===== src/design/dcr_defs.vh =====
// Offsets, field positions, reset values and widths of the reload down-counter
`ifndef DCR_DEFS_VH
`define DCR_DEFS_VH

// ==========================================================
// Word offsets on the processor memory bus
`define DCR_ADDR_W            3
`define DCR_OFF_COUNT_LOW     3'h0
`define DCR_OFF_COUNT_HIGH    3'h1
`define DCR_OFF_PERIOD_LOW    3'h2
`define DCR_OFF_PERIOD_HIGH   3'h3
`define DCR_OFF_CONTROL       3'h4
`define DCR_OFF_RESERVED      3'h5
`define DCR_OFF_PRESCALE_LOW  3'h6
`define DCR_OFF_PRESCALE_HIGH 3'h7

// ==========================================================
// Control word bit positions
`define DCR_BIT_ZERO_FLAG     15
`define DCR_BIT_IRQ_ENABLE    14
`define DCR_BIT_FREE          11
`define DCR_BIT_SOFT          10
`define DCR_BIT_RELOAD        5
`define DCR_BIT_HALT_CTRL     4

// ==========================================================
// Prescale word fields
`define DCR_PRE_DIV_MSB       7
`define DCR_PRE_DIV_LSB       0
`define DCR_PRE_CNT_MSB       15
`define DCR_PRE_CNT_LSB       8

// ==========================================================
// Reset values
`define DCR_RST_COUNT_LOW     16'hffff
`define DCR_RST_COUNT_HIGH    16'h0000
`define DCR_RST_PERIOD_LOW    16'hffff
`define DCR_RST_PERIOD_HIGH   16'h0000
`define DCR_RST_DIVIDE        8'h00
`define DCR_RST_PRESCALE      16'h0000
`define DCR_ZERO_WORD         16'h0000
`define DCR_COUNT_ONE         32'h00000001
`define DCR_COUNT_ZERO        32'h00000000

`endif


===== src/design/dcr_prescaler.v =====
// Prescale counter that emits one tick every divide-down plus one cycles
`timescale 1ns/1ns
`default_nettype none

module dcr_prescaler #(
  parameter WIDTH = 16
) (
  input  wire             core_clk,
  input  wire             rst,
  input  wire             enable,
  input  wire             load,
  input  wire [WIDTH-1:0] divideDown,
  output reg  [WIDTH-1:0] prescaleCount,
  output wire             tick
);

  // ==========================================================
  // Tick
  // Combinational so the main count moves on the same edge as the reload
  assign tick = enable && !load && (prescaleCount == {WIDTH{1'b0}});

  // ==========================================================
  // Counter
  always @(posedge core_clk) begin
    if (rst) begin
      prescaleCount <= {WIDTH{1'b0}};
    end else if (load) begin
      prescaleCount <= divideDown;
    end else if (tick) begin
      prescaleCount <= divideDown;
    end else if (enable) begin
      prescaleCount <= prescaleCount - {{(WIDTH-1){1'b0}}, 1'b1};
    end
  end

endmodule

`default_nettype wire


===== src/design/dcr_down_counter.v =====
// Reload down-counter with prescaler, zero flag, pulse interrupt and debug halt modes
// Notes on behaviour
// - Count held as low and high halves
// - Decrement every divide-down plus one cycles
// - At zero, reload count from period
// - Period low and high readable and writable
// - Interrupt event each time count reaches zero
// - Zero flag sticky, write one clears
// - Interrupt only while enable bit set
// - Breakpoint modes: hard, soft, free run
// - Free bit ignores soft bit, keeps counting
// - Soft stop still raises zero event first
// - Reload strobe loads count and prescaler
// - Reload strobe always reads zero
// - Halt bit stops counting; resets running
// - Count and period low halves reset ones, high halves zero
// - Prescaler reloads cycle after reaching zero
// - Prescale count read-only, resets to zero
// - Everything runs on the core clock
// - Interrupt output is a one-cycle pulse
`timescale 1ns/1ns
`default_nettype none
`include "dcr_defs.vh"

module dcr_down_counter #(
  parameter COUNT_W  = 32,
  parameter HALF_W   = 16,
  parameter DIVIDE_W = 8
) (
  input  wire                   core_clk,
  input  wire                   rst,
  input  wire [`DCR_ADDR_W-1:0] busAddr,
  input  wire                   busWrite,
  input  wire                   busRead,
  input  wire [HALF_W-1:0]      busWdata,
  output reg  [HALF_W-1:0]      busRdata,
  output reg                    busRvalid,
  input  wire                   debugHalt,
  output reg                    zeroIrq
);

  // ==========================================================
  // Decode helpers
  function sel;
    input [`DCR_ADDR_W-1:0] addr;
    input [`DCR_ADDR_W-1:0] offset;
    input                   strobe;
    begin
      sel = strobe && (addr == offset);
    end
  endfunction

  // ==========================================================
  // Storage
  reg  [HALF_W-1:0]     countLow;
  reg  [HALF_W-1:0]     countHigh;
  reg  [HALF_W-1:0]     periodLow;
  reg  [HALF_W-1:0]     periodHigh;
  reg  [DIVIDE_W-1:0]   divideDownLow;
  reg  [DIVIDE_W-1:0]   divideDownHigh;
  reg                   zeroFlag;
  reg                   zeroIrqEnable;
  reg                   freeRun;
  reg                   softStop;
  reg                   haltCtrl;
  reg                   emuStopped;

  wire [COUNT_W-1:0]    count;
  wire [COUNT_W-1:0]    period;
  wire [2*DIVIDE_W-1:0] divideDown;
  wire [2*DIVIDE_W-1:0] prescaleCount;
  wire [DIVIDE_W-1:0]   prescaleCountLow;
  wire [DIVIDE_W-1:0]   prescaleCountHigh;
  wire                  running;
  wire                  tick;
  wire                  zeroEvent;
  wire                  reloadStrobe;
  wire                  wrCountLow;
  wire                  wrCountHigh;
  wire                  wrPeriodLow;
  wire                  wrPeriodHigh;
  wire                  wrControl;
  wire                  wrPrescaleLow;
  wire                  wrPrescaleHigh;
  reg  [COUNT_W-1:0]    next_count;
  reg  [HALF_W-1:0]     next_rdata;

  assign count      = {countHigh, countLow};
  assign period     = {periodHigh, periodLow};
  assign divideDown = {divideDownHigh, divideDownLow};

  assign prescaleCountLow  = prescaleCount[DIVIDE_W-1:0];
  assign prescaleCountHigh = prescaleCount[2*DIVIDE_W-1:DIVIDE_W];

  // ==========================================================
  // Write decode
  assign wrCountLow     = sel(busAddr, `DCR_OFF_COUNT_LOW, busWrite);
  assign wrCountHigh    = sel(busAddr, `DCR_OFF_COUNT_HIGH, busWrite);
  assign wrPeriodLow    = sel(busAddr, `DCR_OFF_PERIOD_LOW, busWrite);
  assign wrPeriodHigh   = sel(busAddr, `DCR_OFF_PERIOD_HIGH, busWrite);
  assign wrControl      = sel(busAddr, `DCR_OFF_CONTROL, busWrite);
  assign wrPrescaleLow  = sel(busAddr, `DCR_OFF_PRESCALE_LOW, busWrite);
  assign wrPrescaleHigh = sel(busAddr, `DCR_OFF_PRESCALE_HIGH, busWrite);

  // Strobe acts in the write cycle only, nothing is stored
  assign reloadStrobe = wrControl && busWdata[`DCR_BIT_RELOAD];

  // ==========================================================
  // Run control
  // Debug stop only holds while the processor is halted
  assign running = !haltCtrl && !emuStopped;

  always @(posedge core_clk) begin
    if (rst) begin
      emuStopped <= 1'b0;
    end else if (!debugHalt || freeRun) begin
      emuStopped <= 1'b0;
    end else if (tick && (!softStop || zeroEvent)) begin
      emuStopped <= 1'b1;
    end
  end

  // ==========================================================
  // Prescaler
  dcr_prescaler #(
    .WIDTH         (2*DIVIDE_W)
  ) u_prescaler (
    .core_clk      (core_clk),
    .rst           (rst),
    .enable        (running),
    .load          (reloadStrobe),
    .divideDown    (divideDown),
    .prescaleCount (prescaleCount),
    .tick          (tick)
  );

  // ==========================================================
  // Main count
  // Reaching zero is the one-to-zero step; a count written to zero raises nothing
  assign zeroEvent = tick && (count == `DCR_COUNT_ONE);

  always @* begin
    next_count = count;
    if (tick) begin
      if (count == `DCR_COUNT_ZERO) begin
        next_count = period;
      end else begin
        next_count = count - `DCR_COUNT_ONE;
      end
    end
    if (reloadStrobe) begin
      next_count = period;
    end
  end

  always @(posedge core_clk) begin
    if (rst) begin
      countLow <= `DCR_RST_COUNT_LOW;
    end else if (wrCountLow) begin
      countLow <= busWdata;
    end else begin
      countLow <= next_count[HALF_W-1:0];
    end
  end

  always @(posedge core_clk) begin
    if (rst) begin
      countHigh <= `DCR_RST_COUNT_HIGH;
    end else if (wrCountHigh) begin
      countHigh <= busWdata;
    end else begin
      countHigh <= next_count[COUNT_W-1:HALF_W];
    end
  end

  // ==========================================================
  // Period
  always @(posedge core_clk) begin
    if (rst) begin
      periodLow <= `DCR_RST_PERIOD_LOW;
    end else if (wrPeriodLow) begin
      periodLow <= busWdata;
    end
  end

  always @(posedge core_clk) begin
    if (rst) begin
      periodHigh <= `DCR_RST_PERIOD_HIGH;
    end else if (wrPeriodHigh) begin
      periodHigh <= busWdata;
    end
  end

  // ==========================================================
  // Divide-down
  // Only the divide field is writable; the prescale count half is ignored
  always @(posedge core_clk) begin
    if (rst) begin
      divideDownLow <= `DCR_RST_DIVIDE;
    end else if (wrPrescaleLow) begin
      divideDownLow <= busWdata[`DCR_PRE_DIV_MSB:`DCR_PRE_DIV_LSB];
    end
  end

  always @(posedge core_clk) begin
    if (rst) begin
      divideDownHigh <= `DCR_RST_DIVIDE;
    end else if (wrPrescaleHigh) begin
      divideDownHigh <= busWdata[`DCR_PRE_DIV_MSB:`DCR_PRE_DIV_LSB];
    end
  end

  // ==========================================================
  // Control word
  always @(posedge core_clk) begin
    if (rst) begin
      zeroIrqEnable <= 1'b0;
      freeRun       <= 1'b0;
      softStop      <= 1'b0;
      haltCtrl      <= 1'b0;
    end else if (wrControl) begin
      zeroIrqEnable <= busWdata[`DCR_BIT_IRQ_ENABLE];
      freeRun       <= busWdata[`DCR_BIT_FREE];
      softStop      <= busWdata[`DCR_BIT_SOFT];
      haltCtrl      <= busWdata[`DCR_BIT_HALT_CTRL];
    end
  end

  // Set beats a same-cycle clear so no zero crossing is lost
  always @(posedge core_clk) begin
    if (rst) begin
      zeroFlag <= 1'b0;
    end else if (zeroEvent) begin
      zeroFlag <= 1'b1;
    end else if (wrControl && busWdata[`DCR_BIT_ZERO_FLAG]) begin
      zeroFlag <= 1'b0;
    end
  end

  // ==========================================================
  // Interrupt
  always @(posedge core_clk) begin
    if (rst) begin
      zeroIrq <= 1'b0;
    end else begin
      zeroIrq <= zeroEvent && zeroIrqEnable;
    end
  end

  // ==========================================================
  // Read path
  always @* begin
    next_rdata = `DCR_ZERO_WORD;
    case (busAddr)
      `DCR_OFF_COUNT_LOW: begin
        next_rdata = countLow;
      end
      `DCR_OFF_COUNT_HIGH: begin
        next_rdata = countHigh;
      end
      `DCR_OFF_PERIOD_LOW: begin
        next_rdata = periodLow;
      end
      `DCR_OFF_PERIOD_HIGH: begin
        next_rdata = periodHigh;
      end
      `DCR_OFF_CONTROL: begin
        next_rdata[`DCR_BIT_ZERO_FLAG]  = zeroFlag;
        next_rdata[`DCR_BIT_IRQ_ENABLE] = zeroIrqEnable;
        next_rdata[`DCR_BIT_FREE]       = freeRun;
        next_rdata[`DCR_BIT_SOFT]       = softStop;
        next_rdata[`DCR_BIT_RELOAD]     = 1'b0;
        next_rdata[`DCR_BIT_HALT_CTRL]  = haltCtrl;
      end
      `DCR_OFF_PRESCALE_LOW: begin
        next_rdata[`DCR_PRE_DIV_MSB:`DCR_PRE_DIV_LSB] = divideDownLow;
        next_rdata[`DCR_PRE_CNT_MSB:`DCR_PRE_CNT_LSB] = prescaleCountLow;
      end
      `DCR_OFF_PRESCALE_HIGH: begin
        next_rdata[`DCR_PRE_DIV_MSB:`DCR_PRE_DIV_LSB] = divideDownHigh;
        next_rdata[`DCR_PRE_CNT_MSB:`DCR_PRE_CNT_LSB] = prescaleCountHigh;
      end
      default: begin
        next_rdata = `DCR_ZERO_WORD;
      end
    endcase
  end

  // Registered so the read data is stable for a whole cycle
  always @(posedge core_clk) begin
    if (rst) begin
      busRdata  <= `DCR_ZERO_WORD;
      busRvalid <= 1'b0;
    end else begin
      busRvalid <= busRead;
      if (busRead) begin
        busRdata <= next_rdata;
      end
    end
  end

endmodule

`default_nettype wire


===== config.mk =====
export PLATFORM = sky130hd
export DESIGN_NAME = dcr_down_counter
export DESIGN_NICKNAME = d
export VERILOG_FILES = /design/src/design/dcr_prescaler.v /design/src/design/dcr_down_counter.v
export VERILOG_INCLUDE_DIRS = /design/src /design/src/design
export SDC_FILE = /design/constraint.sdc
export NUM_CORES = 1
export LEC_CHECK = 0
export ABC_AREA = 1
export ABC_CLOCK_PERIOD_IN_PS = 2900
export BUFFER_PORTS_ARGS = -buffer_cell sky130_fd_sc_hd__buf_4
export CORE_MARGIN = 2
export CORE_UTILIZATION = 50
export CTS_CLUSTER_DIAMETER = 100
export DETAILED_ROUTE_END_ITERATION = 7
export GPL_ROUTABILITY_DRIVEN = 0
export GPL_TIMING_DRIVEN = 0
export PLACE_DENSITY_LB_ADDON = 0.1
export SLEW_MARGIN = 25
export SYNTH_ARGS = -nofsm -noshare
export SYNTH_HDL_FRONTEND = slang
export SYNTH_SLANG_ARGS = --single-unit
export TNS_END_PERCENT = 30

===== constraint.sdc =====
create_clock -name core_clk -period 2.9 [get_ports core_clk]
set_input_delay 0.58 -clock core_clk [delete_from_list [all_inputs] [get_ports core_clk]]
set_output_delay 0.58 -clock core_clk [all_outputs]
set_load 0.02 [all_outputs]

Word level (Yosys, flattened, before mapping):

Cells that the tools add are included.

* output and inout port bits: 18
* bits of input ports: 24
* word-level logic and storage cells: 71
* register bits: 120

* add/sub/neg operators: 2
* eq/ne operators: 7
* mux-type cells: 16
* reductions and logical operators: 30

Operator list (count)
* two-way mux 32 bit: 3
* two-way mux 16 bit: 5
* case mux 4 bit (6 select lines): 2
* case mux 2 bit (7 select lines): 3
* equality test 32 x 1 -> 1 bit, second input constant: 1
* logical NOT 32 bit: 1
* subtractor 32 x 1 -> 32 bit, second input constant: 1
* logical NOT 16 bit: 1
* subtractor 16 x 1 -> 16 bit, second input constant: 1
* logical AND 1 bit: 15
* case mux 2 bit (6 select lines): 1
* equality test 3 bit, second input constant: 3
* nonzero test 3 bit: 3
* equality test 3 x 2 -> 1 bit, second input constant: 2
* logical NOT 1 bit: 5
* equality test 3 x 1 -> 1 bit, second input constant: 1
* logical NOT 3 bit: 1
* logical OR 1 bit: 2
* two-way mux 1 bit: 2
* nonzero test 2 bit: 1
* OR reduction 2 bit: 1

Longest topological paths before layout:

Gate-level depths: netlist of the first run.

* depth in word-level cells: 9
* gate-level depth with buffers: 13
* mapped depth without buffers: 13

By module:

A second synthesis of the first run with hierarchy kept.

* cell total of the unflattened synthesis: 1102
* area, all modules: 7090.6 µm²

By module, submodules not included
* dcr_down_counter: cells an instance 901, seq. area each 2082.0 µm², area each 5846.9 µm², times used 1
* dcr_prescaler: cells an instance 201, seq. area each 320.3 µm², area each 1243.7 µm², times used 1

Worst setup path before layout of the first run:

No wires, ideal clock.

* kind: input-to-reg
* start: input port busAddr[0]
* end: register countLow[10]
* data arrival time: 1.636 ns
* library setup time: 0.138 ns
* required time: 2.762 ns
* stages on the path: 11
* path slack: 1.126 ns
* path through: inv_1 -> nand3_2 -> inv_2 -> nand2_8 -> nor2_8 -> o21bai_4 -> buf_6 -> buf_6 -> nand2_1 -> nand3_1 -> nand4_1

* word-level cells in the longest chain between the ends: 7
* elaborated cells between the ends (all ways): 11
* classes of those cells: eq/ne (1); mux (2); reduce/logical (8)

RTL lines
* start, declared: line dcr_down_counter.v:32 `` input wire [`DCR_ADDR_W-1:0] busAddr, ``
* equality test 3 bit: line dcr_down_counter.v:49 `sel = strobe && (addr == offset);`
* logical AND 1 bit: line dcr_down_counter.v:49
* logical AND 1 bit: line dcr_down_counter.v:106 `` assign reloadStrobe = wrControl && busWdata[`DCR_BIT_RELOAD]; ``
* logical NOT 1 bit: line dcr_prescaler.v:20 `assign tick = enable && !load && (prescaleCount == {WIDTH{1'b0}});`
* logical AND 1 bit (2 in a row): line dcr_prescaler.v:20
* nonzero test 3 bit (no line)
* end signal, assigned: line dcr_down_counter.v:158 `` countLow <= `DCR_RST_COUNT_LOW; ``
* end signal, assigned: line dcr_down_counter.v:160 `countLow <= busWdata;`
* end signal, assigned: line dcr_down_counter.v:162 `countLow <= next_count[HALF_W-1:0];`
* end, declared: line dcr_down_counter.v:55 `reg [HALF_W-1:0] countLow;`

Parallel ways exist; a longest one is shown, timed or not.
A chain may end at the register's enable or synchronous reset.

Final worst setup path of the first run:

* start: register countLow[0]
* end: register countHigh[6]

* word-level cells in the longest chain between the ends: 5
* elaborated cells between the ends (all ways): 6
* classes of those cells: add/sub (1); mux (4); reduce/logical (1)

RTL lines
* subtractor 32 x 1 -> 32 bit (no line) / logical NOT 32 bit (equally long branches)
* two-way mux 32 bit *: line dcr_down_counter.v:145 `` if (count == `DCR_COUNT_ZERO) begin ``
* two-way mux 32 bit *: line dcr_down_counter.v:144 `if (tick) begin`
* two-way mux 32 bit *: line dcr_down_counter.v:151 `if (reloadStrobe) begin`
* two-way mux 16 bit *: line dcr_down_counter.v:169 `end else if (wrCountHigh) begin`
* end signal, assigned: line dcr_down_counter.v:168 `` countHigh <= `DCR_RST_COUNT_HIGH; ``
* end signal, assigned: line dcr_down_counter.v:170 `countHigh <= busWdata;`
* end signal, assigned: line dcr_down_counter.v:172 `countHigh <= next_count[COUNT_W-1:HALF_W];`
* end, declared: line dcr_down_counter.v:56 `reg [HALF_W-1:0] countHigh;`

Every way passes the cells marked *; elsewhere a longest branch is shown, timed or not. The select of a mux whose other input is x is not followed.

==> results of run 1 <==
## metal layers
metal / wire [um] / vias to the layer above
li1: - / 3588
met1: 10860 / 3459
met2: 11210 / 389
met3: 2184 / 71
met4: 1064 / 0
met5: 0 / -
## cell type report
type                    count  area, um^2  area share
inverters                 131       494.2     0.06124
well taps                 180       225.2     0.02791
plain buffers              46       251.5     0.03116
clock inverters             6       63.81    0.007907
repair buffers             40       300.3     0.03721
multi-input cells         750        3817      0.4730
clock buffers              25       515.5     0.06388
flip-flops and latches    120        2402      0.2977
## final timing paths
kind | endpoint | startpoint | slack [ns] | depth (start not counted)
worst max-delay path | countHigh[6]$_SDFFE_PP0P_ | countLow[0]$_SDFFE_PP1P_ | 0.57 | 9
worst min-delay path | emuStopped$_SDFFE_PP0P_ | debugHalt | 0.41 | 3
worst max register to register | countHigh[6]$_SDFFE_PP0P_ | countLow[0]$_SDFFE_PP1P_ | 0.57 | 9
worst min register to register | busRdata[8]$_SDFFE_PP0P_ | busRdata[8]$_SDFFE_PP0P_ | 0.46 | 2
## power by group
group	leakage [nW]	switching, mW	internal, mW
clock	0.281	0.801	1.31
sequential	0.979	0.289	1.87
combinational	2.24	1.16	0.675
## per-stage QoR
step | instances | setup WS (ns) | area [um^2]
3_3_place_gp | 1267 | 0.4822 | 7491
5_1_grt | 1298 | 0.4272 | 8070
2_1_floorplan | 1047 | 1.126 | 6965
6_report | 1298 | 0.5690 | 8070
3_5_place_dp | 1267 | 0.4573 | 7491
4_1_cts | 1298 | 0.6713 | 8070
## flip-flops by register name (all words and copies together), names as in the netlist, 8 cells and up
name,cells
countLow,16
busRdata,16
u_prescaler.prescaleCount,16
countHigh,16
divideDownLow,8
divideDownHigh,8
periodLow,16
periodHigh,16
## synth_stat cells (all sizes together)
cell / n / share of area
nand4: 13 / 0.014
nand2: 269 / 0.15
xor2: 11 / 0.014
o21bai: 5 / 0.0070
nor4: 1 / 0.00090
dfxtp: 120 / 0.34
nor3: 7 / 0.0074
inv: 127 / 0.069
o22ai: 21 / 0.019
ha: 5 / 0.0090
nand3b: 2 / 0.0022
clkbuf: 26 / 0.014
o21ai: 86 / 0.062
o2111ai: 4 / 0.0050
nor2: 85 / 0.058
o21a: 1 / 0.0011
clkinv: 4 / 0.0022
nor3b: 1 / 0.0011
or2: 4 / 0.0036
a21oi: 109 / 0.078
xnor2: 9 / 0.011
o31ai: 4 / 0.0043
nand3: 73 / 0.056
buf: 20 / 0.022
o211ai: 29 / 0.031
a22oi: 11 / 0.012
## tightest hold or removal path, cell delays in order
cell	delay, ns
buf_4	0.11
nand3_1	0.07
a21oi_1	0.04
## layout by cell type (no fill, tap or decap), types with 4 or more instances in the layout
cell,synthesis,layout
inv_2,6,6
xnor2_1,9,9
o31ai_1,4,4
clkbuf_8,0,6
nor2_4,7,7
buf_4,4,44
buf_2,9,9
buf_6,7,7
nor2_2,6,6
o22ai_1,21,21
nand2_2,5,5
clkbuf_16,0,17
clkinv_1,4,4
o211ai_1,29,29
nand2_1,262,262
o21ai_0,74,74
nor3_1,5,5
o2111ai_1,4,4
nor2_1,71,71
o21bai_1,4,4
xor2_1,11,11
a21oi_1,109,109
inv_1,120,120
nand3_1,70,70
nand4_1,12,12
ha_1,5,5
o21ai_1,11,11
dfxtp_1,120,120
clkbuf_1,26,28
a22oi_1,11,11
## kinds of logic after synthesis
family,synth area share
flip-flops,0.3449
XOR/XNOR,0.02515
buffers and inverters,0.1071
AND/OR/NAND/NOR,0.2939
adder cells (fa/ha/maj),0.008981
AO/OA/AOI/OAI,0.2200
==> results.cfg, run 1 <==
[power]
powerDensity_nw_per_um2 = 756.2
p_leak_nw = 3.502
fin_total_pwr_mw = 6.102
peakVddDrop_mv = 0.4903

[worst_setup_path]
crit_family = simple AND/OR/NAND/NOR gates
critPathMaxStageDelay_ns = 0.56
critPathKind = flop to flop
critPathBufInv = 2
crit_arrival_ns = 2.62
required_ns = 3.18
cp-end-kind = flop
crit_chain = inv_1 > ha_1 > nor3b_1 > nand3_2 > o21bai_4 > buf_2 > nand2_1 > nand3_1 > a21oi_1
crit_fanout = 10
cp-start-kind = flop
cp_slowest_cell = nor3b_1

[global_route]
grt_max_degree = 17
grt_pass1_vias = 6788
grt_pass1_wl_um = 38540
use_met1 = 0.4688
groute.usage.overall = 0.3492
busiest_layer = met2
grt_util_met3 = 0.07959
gr-total-overflow = 0
grt_util_met2 = 0.5318
antenna_found_initial = 0

[die]
die_w_um = 122.0
std_cell_rows = 43
die_h_um = 122.0
core-area_um2 = 13720
num_io_pins = 42
initial_core_util = 0.5077
die_area_um2 = 14890

[cts]
path_clk_slew_ns = 0.06
cts_max_path_buffers = 2
post_cts_buffers = 0
clkLatencyLatePin_ns = 0.44
cts_made_buffers = 17
clockRootBuffer = clkbuf_16
cts_tree = built
post_cts_resized = 0
cts.sinks = 120
postCtsHoldBufs = 0
h-tree-depth = 4

[route]
initialDrtViolationCount = 904
wl_um = 25320
wl_per_cell_um = 19.50
dr_total_vias = 7507
final_antenna_net_count = 0
drc = 0
via_per_inst = 5.784
drt-pass1-iter-count = 5

[synthesis]
syn_nets = 1076
yosysUniqueCellTypes = 44
ys_ff_latch = 120
netlist_area_um2 = 6965
yosysSeqAreaShare = 0.3449
yosysWarnings = 0
syn_area_per_cell_um2 = 6.653
syn_inst = 1047

[placed_design]
port_buffers = 40
dp_hpwl_um = 18850

[cells_and_area]
drive_above_1_share = 0.1136
fin_util = 0.5882
diodes = 0
fillCellCount = 1327
area_delta_synth_final_pct = 15.86
final_nets = 1135

[sta]
slew_headroom = 0.4595
fmax_mhz = 429.0
grt_setup_unrepaired = false
setup_tns_ns = 0
worst_hold_slack_ns = 0.4079
setup_violations = 0
fin_worst_skew_ns = 0.007873
period_minus_slack_ns = 2.331
finalCritPeriodShare = 0.8038
finalMaxSlewViolations = 0
hold_violations = 0
worstMarginPinSlew_ns = 0.8107

[run]
cap_violations = 0

[status]
run_status = finished clean

[min_path]
hold_path_class = input pin to flop
(Power assumes the default switching activity.)
==> run 2, diff against run 1 <==
--- a/config.mk
+++ b/config.mk
@@ -7,7 +7,7 @@
 export NUM_CORES = 1
 export LEC_CHECK = 0
 export ABC_AREA = 1
-export ABC_CLOCK_PERIOD_IN_PS = 2900
+export ABC_CLOCK_PERIOD_IN_PS = 2100
 export BUFFER_PORTS_ARGS = -buffer_cell sky130_fd_sc_hd__buf_4
 export CORE_MARGIN = 2
 export CORE_UTILIZATION = 50
==> constraint.sdc (replaced) <==
create_clock -name core_clk -period 2.1 [get_ports core_clk]
set_input_delay 0.42 -clock core_clk [delete_from_list [all_inputs] [get_ports core_clk]]
set_output_delay 0.42 -clock core_clk [all_outputs]
set_load 0.02 [all_outputs]
==> run 2 against run 1 <==
Die area unchanged. Utilization up 0.21 points. Combinational power is 39% higher. Global-route usage unchanged. Sequential power is 38% higher. Cell area grew 0.36%. First-iteration DRC count is 12% lower. Sequential share of layout area is 0.11 points lower. Count of clock-buffer cells in the layout unchanged. Routed wire length grew 0.17%. Worst setup slack worse by 0.45 ns. Final cell count hardly changed. Highest routed layer unchanged.
==> results.cfg, run 2 (synthesized netlist as in run 1, its figures left out) <==
[status]
run_status = finished clean

[sta]
worstMarginPinSlew_ns = 0.8217
setup_violations = 0
period_minus_slack_ns = 1.985
finalMaxSlewViolations = 0
worst_slack_ns = 0.1152
hold_violations = 0
slew_headroom = 0.4522
fmax_mhz = 503.8
fin_worst_skew_ns = 0.008530
finalCritPeriodShare = 0.9451

[cts]
clkLatencyLatePin_ns = 0.43
path_clk_slew_ns = 0.05
postCtsHoldBufs = 0
cts_made_buffers = 17
cts.sinks = 120
cts_tree = built
h-tree-depth = 4
clockRootBuffer = clkbuf_16
cts_max_path_buffers = 2

[cells_and_area]
layout_commonest_cell = nand2_1
area_delta_synth_final_pct = 16.27
final_nets = 1136
diodes = 0
fillCellCount = 1325
drive_above_1_share = 0.1180
regArea_um2 = 2402
multiInputGateArea_um2 = 3836
mostFrequentLayoutCells = 262 x nand2_1, 120 x dfxtp_1, 119 x inv_1

[die]
core-area_um2 = 13720
die_area_um2 = 14890
std_cell_rows = 43
initial_core_util = 0.5077
die_w_um = 122.0
num_io_pins = 42
die_h_um = 122.0

[worst_setup_path]
crit_family = compound AO/OA/AOI/OAI gates
rr_startpoint = countLow[0]$_SDFFE_PP1P_
critPathKind = input pin to flop
cp-start-kind = input pin
rr_worst_depth = 10
crit_cells = 8
endpoint = busRdata[7]$_SDFFE_PP0P_
cp_slowest_cell = o31ai_1
required_ns = 2.39
crit_fanout = 10
crit_arrival_ns = 2.27
crit_chain = buf_4 > nor2_1 > nand2_1 > clkinv_1 > nand2_1 > o21ai_0 > o31ai_1 > a21oi_1
cp-end-kind = flop
cp-startpoint = busAddr[2]
ff2ff_setup_slack_ns = 0.13
critPathBufInv = 2
r2r_end = countHigh[4]$_SDFFE_PP0P_
path_common_cell = nand2_1
critPathMaxStageDelay_ns = 0.57

[global_route]
grt_max_degree = 17
grt_pass1_wl_um = 38540
gr-total-overflow = 0
antenna_found_initial = 0
groute.usage.overall = 0.3492
grt_pass1_vias = 6791

[power]
powerDensity_nw_per_um2 = 1041
p_leak_nw = 3.519
fin_total_pwr_mw = 8.430
peakVddDrop_mv = 0.6706

[route]
wl_per_cell_um = 19.52
initialDrtViolationCount = 798
drc = 0
dr_total_vias = 7509
final_antenna_net_count = 0
via_per_inst = 5.781
drt-pass1-iter-count = 8
wl_um = 25360

[placed_design]
place_ws_ns = -0.1827
port_buffers = 40
dp_hpwl_um = 18850

[min_path]
hold_path_class = input pin to flop
hp-start = debugHalt

[run]
cap_violations = 0
-- run 2: per-layer routing --
metal | part of all wire | vias to the layer above | GRT usage
met3 | 0.099 | 71 | 0.07959
met1 | 0.42 | 3435 | 0.4691
met4 | 0.041 | 0 | 0.1624
li1 | - | 3592 | -
met5 | 0 | - | 0
met2 | 0.44 | 411 | 0.5314
-- run 2: metrics by stage --
stage / hold WS (ns) / setup TNS [ns] / std cells / cell area, um^2 / util
floorplan: 0.4370 / 0 / 1047 / 6965 / -
global placement: 0.4587 / -1.826 / 1267 / 7491 / 0.5460
detailed placement: 0.4554 / -1.669 / 1267 / 7491 / 0.5460
CTS: 0.2450 / 0 / 1298 / 8075 / 0.5886
global route: 0.2668 / -0.02467 / 1299 / 8099 / 0.5903
finish: 0.2506 / 0 / 1299 / 8099 / 0.5903
-- run 2: worst min path at each step --
stage	endpoint	slack [ns]	cells past startpoint
after detailed placement	busRdata[11]$_SDFFE_PP0P_	0.46	2
after CTS	emuStopped$_SDFFE_PP0P_	0.25	3
after floorplan	periodHigh[14]$_SDFFE_PP0P_	0.44	2
final	emuStopped$_SDFFE_PP0P_	0.25	3
after global placement	busRdata[11]$_SDFFE_PP0P_	0.46	2
after global routing	emuStopped$_SDFFE_PP0P_	0.27	3
-- run 2: worst register-to-register path: cells and delay by family (launching register included) --
family / cells / cell delay, ns
AOI/OAI and AO/OA: 2 / 0.29
adders and majority gates: 1 / 0.26
buffers and inverters: 2 / 0.24
DFF: 1 / 0.32
and+or+nand+nor: 5 / 0.79
-- run 2: timing repair --
item / in CTS / in global routing
pin swaps: 0 / 1
gates resized for setup: 1 / 5
setup endpoints to repair: 24 / 22
buffers inserted: 0 / 1
-- run 2: final cells by class --
| cell class | count | area share |
|---|---|---|
| Tap cell | 180 | 0.02781 |
| Multi-Input combinational cell | 750 | 0.4737 |
| Timing Repair Buffer | 41 | 0.03800 |
| Clock buffer | 25 | 0.06365 |
| Clock inverter | 6 | 0.007879 |
| Sequential cell | 120 | 0.2966 |
| Buffer | 46 | 0.03136 |
| Inverter | 131 | 0.06102 |
-- run 2: power by group --
part | switching, mW | leakage, nW | internal, mW | total, mW
logic | 1.60 | 2.26 | 0.941 | 2.54
clock network | 1.09 | 0.281 | 1.81 | 2.90
registers | 0.408 | 0.979 | 2.59 | 2.99
==> run 3, diff against run 2 <==
--- a/config.mk
+++ b/config.mk
@@ -11,6 +11,7 @@
 export BUFFER_PORTS_ARGS = -buffer_cell sky130_fd_sc_hd__buf_4
 export CORE_MARGIN = 2
 export CORE_UTILIZATION = 50
+export CTS_BUF_LIST = sky130_fd_sc_hd__clkbuf_8
 export CTS_CLUSTER_DIAMETER = 100
 export DETAILED_ROUTE_END_ITERATION = 7
 export GPL_ROUTABILITY_DRIVEN = 0
==> run 3 against run 2 <==
Count of clock-buffer cells in the layout is 2 lower. Critical path depth increased by 2. Largest power group unchanged. Clock skew increased by 0.0039 ns. First-iteration DRC count grew 6.1%.
==> results.cfg, run 3 (synthesized netlist as in run 1, its figures left out) <==
[worst_setup_path]
cp_slowest_cell = dfxtp_1
crit_cells = 10
endpoint = countLow[10]$_SDFFE_PP1P_
r2r_end = countLow[10]$_SDFFE_PP1P_
ff2ff_setup_slack_ns = 0.17
critPathBufInv = 3
rr_worst_depth = 10
cp-start-kind = flop
required_ns = 2.43
crit_arrival_ns = 2.26
cp-end-kind = flop
crit_fanout = 10
critPathKind = flop to flop
rr_startpoint = countLow[0]$_SDFFE_PP1P_
crit_chain = inv_2 > ha_1 > nor3b_4 > nand3_2 > o21bai_4 > buf_6 > buf_6 > nand2_1 > nand3_1 > nand4_1
cp-startpoint = countLow[0]$_SDFFE_PP1P_
critPathMaxStageDelay_ns = 0.34
path_common_cell = buf_6
crit_family = simple AND/OR/NAND/NOR gates

[status]
run_status = finished clean

[cts]
cts_made_buffers = 17
clockRootBuffer = clkbuf_8
postCtsHoldBufs = 0
path_clk_slew_ns = 0.08
cts.sinks = 120
clkLatencyLatePin_ns = 0.47
cts_tree = built
h-tree-depth = 4
cts_max_path_buffers = 2

[cells_and_area]
area_delta_synth_final_pct = 13.53
final_cells = 1299
design_area_um2 = 7908
diodes = 0
mostFrequentLayoutCells = 262 x nand2_1, 120 x inv_1, 120 x dfxtp_1
fin_util = 0.5764
final_nets = 1136
layout_commonest_cell = nand2_1
drive_above_1_share = 0.1189
fillCellCount = 1343

[power]
power_frac_clock = 0.275
share_seq_of_total_power = 0.392
power_switching_share = 0.3931
share_comb_of_total_power = 0.333
switchingPower_mw = 2.999
peakVddDrop_mv = 0.6636
p_leak_nw = 3.438
fin_total_pwr_mw = 7.629
powerDensity_nw_per_um2 = 964.8
p_int_mw = 4.630

[global_route]
gr-total-overflow = 0
grt_pass1_vias = 6735
grt_max_degree = 17
grt_pass1_wl_um = 38200
antenna_found_initial = 0
groute.usage.overall = 0.3457

[die]
initial_core_util = 0.5077
die_h_um = 122.0
core-area_um2 = 13720
die_w_um = 122.0
std_cell_rows = 43
num_io_pins = 42
die_area_um2 = 14890

[placed_design]
detailed_place.area_um2 = 7491
port_buffers = 40
dp_hpwl_um = 18850
place_inst = 1267

[run]
cap_violations = 0

[route]
dr_total_vias = 7469
wl_per_cell_um = 19.39
drt-pass1-iter-count = 6
via_per_inst = 5.750
initialDrtViolationCount = 847
drc = 0
wl_um = 25190
final_antenna_net_count = 0

[sta]
worstMarginPinSlew_ns = 0.7847
hold_violations = 0
period_minus_slack_ns = 1.930
slew_headroom = 0.4769
finalCritPeriodShare = 0.9189
fin_worst_skew_ns = 0.01245
worst_hold_slack_ns = 0.2165
setup_violations = 0
finalMaxSlewViolations = 0
fmax_mhz = 518.2
grt_setup_unrepaired = false

[min_path]
hold_path_class = input pin to flop
whs_path_depth = 3
-- run 3: per-stage QoR --
stage                     setup TNS, ns  setup WS [ns]
after floorplan                       0         0.4659
after global placement           -1.826        -0.1578
after detailed placement         -1.669        -0.1827
after CTS                             0         0.1021
after global routing                  0        0.02998
final                                 0         0.1702
-- run 3: worst min-delay path: cells and delay by family --
| kind | cells | cell delay, ns |
|---|---|---|
| buffers and inverters | 1 | 0.11 |
| AND/OR/NAND/NOR | 1 | 0.07 |
| AO/OA/AOI/OAI | 1 | 0.04 |
-- run 3: repair_timing --
| item | CTS | global route |
|---|---|---|
| endpoints found under the hold margin | 0 | 0 |
| setup endpoints to repair | 24 | 23 |
| resized for setup | 1 | 6 |
| buffers inserted | 0 | 1 |
| pin swaps | 0 | 1 |
-- run 3: worst min path at each step --
stage	end	slack (ns)	start
detailed placement	busRdata[11]$_SDFFE_PP0P_	0.46	busRdata[11]$_SDFFE_PP0P_
global route	emuStopped$_SDFFE_PP0P_	0.22	debugHalt
floorplan	periodHigh[14]$_SDFFE_PP0P_	0.44	periodHigh[14]$_SDFFE_PP0P_
global placement	busRdata[11]$_SDFFE_PP0P_	0.46	busRdata[11]$_SDFFE_PP0P_
CTS	emuStopped$_SDFFE_PP0P_	0.21	debugHalt
finish	emuStopped$_SDFFE_PP0P_	0.22	debugHalt
-- run 3: area by class of cell --
| class | instances | area (um^2) | area share |
|---|---|---|---|
| plain buffers | 46 | 254.0 | 0.03212 |
| clock buffers | 23 | 316.6 | 0.04003 |
| clock inverters | 8 | 71.32 | 0.009019 |
| inverters | 131 | 494.2 | 0.06250 |
| multi-input cells | 750 | 3836 | 0.4851 |
| flip-flops and latches | 120 | 2402 | 0.3038 |
| well taps | 180 | 225.2 | 0.02848 |
| repair buffers | 41 | 307.8 | 0.03892 |
-- run 3: layer usage --
| layer | GRT usage | wire, um | up-vias |
|---|---|---|---|
| li1 | - | - | 3589 |
| met1 | 0.4714 | 10680 | 3401 |
| met2 | 0.5209 | 11140 | 405 |
| met3 | 0.07257 | 2326 | 74 |
| met4 | 0.1631 | 1041 | 0 |
| met5 | 0 | 0 | - |
-- run 3: power by group through the flow --
stage / Sequential [mW] / Combinational, mW / Clock (mW)
final: 2.99 / 2.54 / 2.10
after global routing: 3.03 / 2.82 / 2.19
after CTS: 2.96 / 2.49 / 2.09
after detailed placement: 3.01 / 2.47 / 0
after global placement: 3.01 / 2.44 / 0
after floorplan: 2.92 / 1.85 / 0
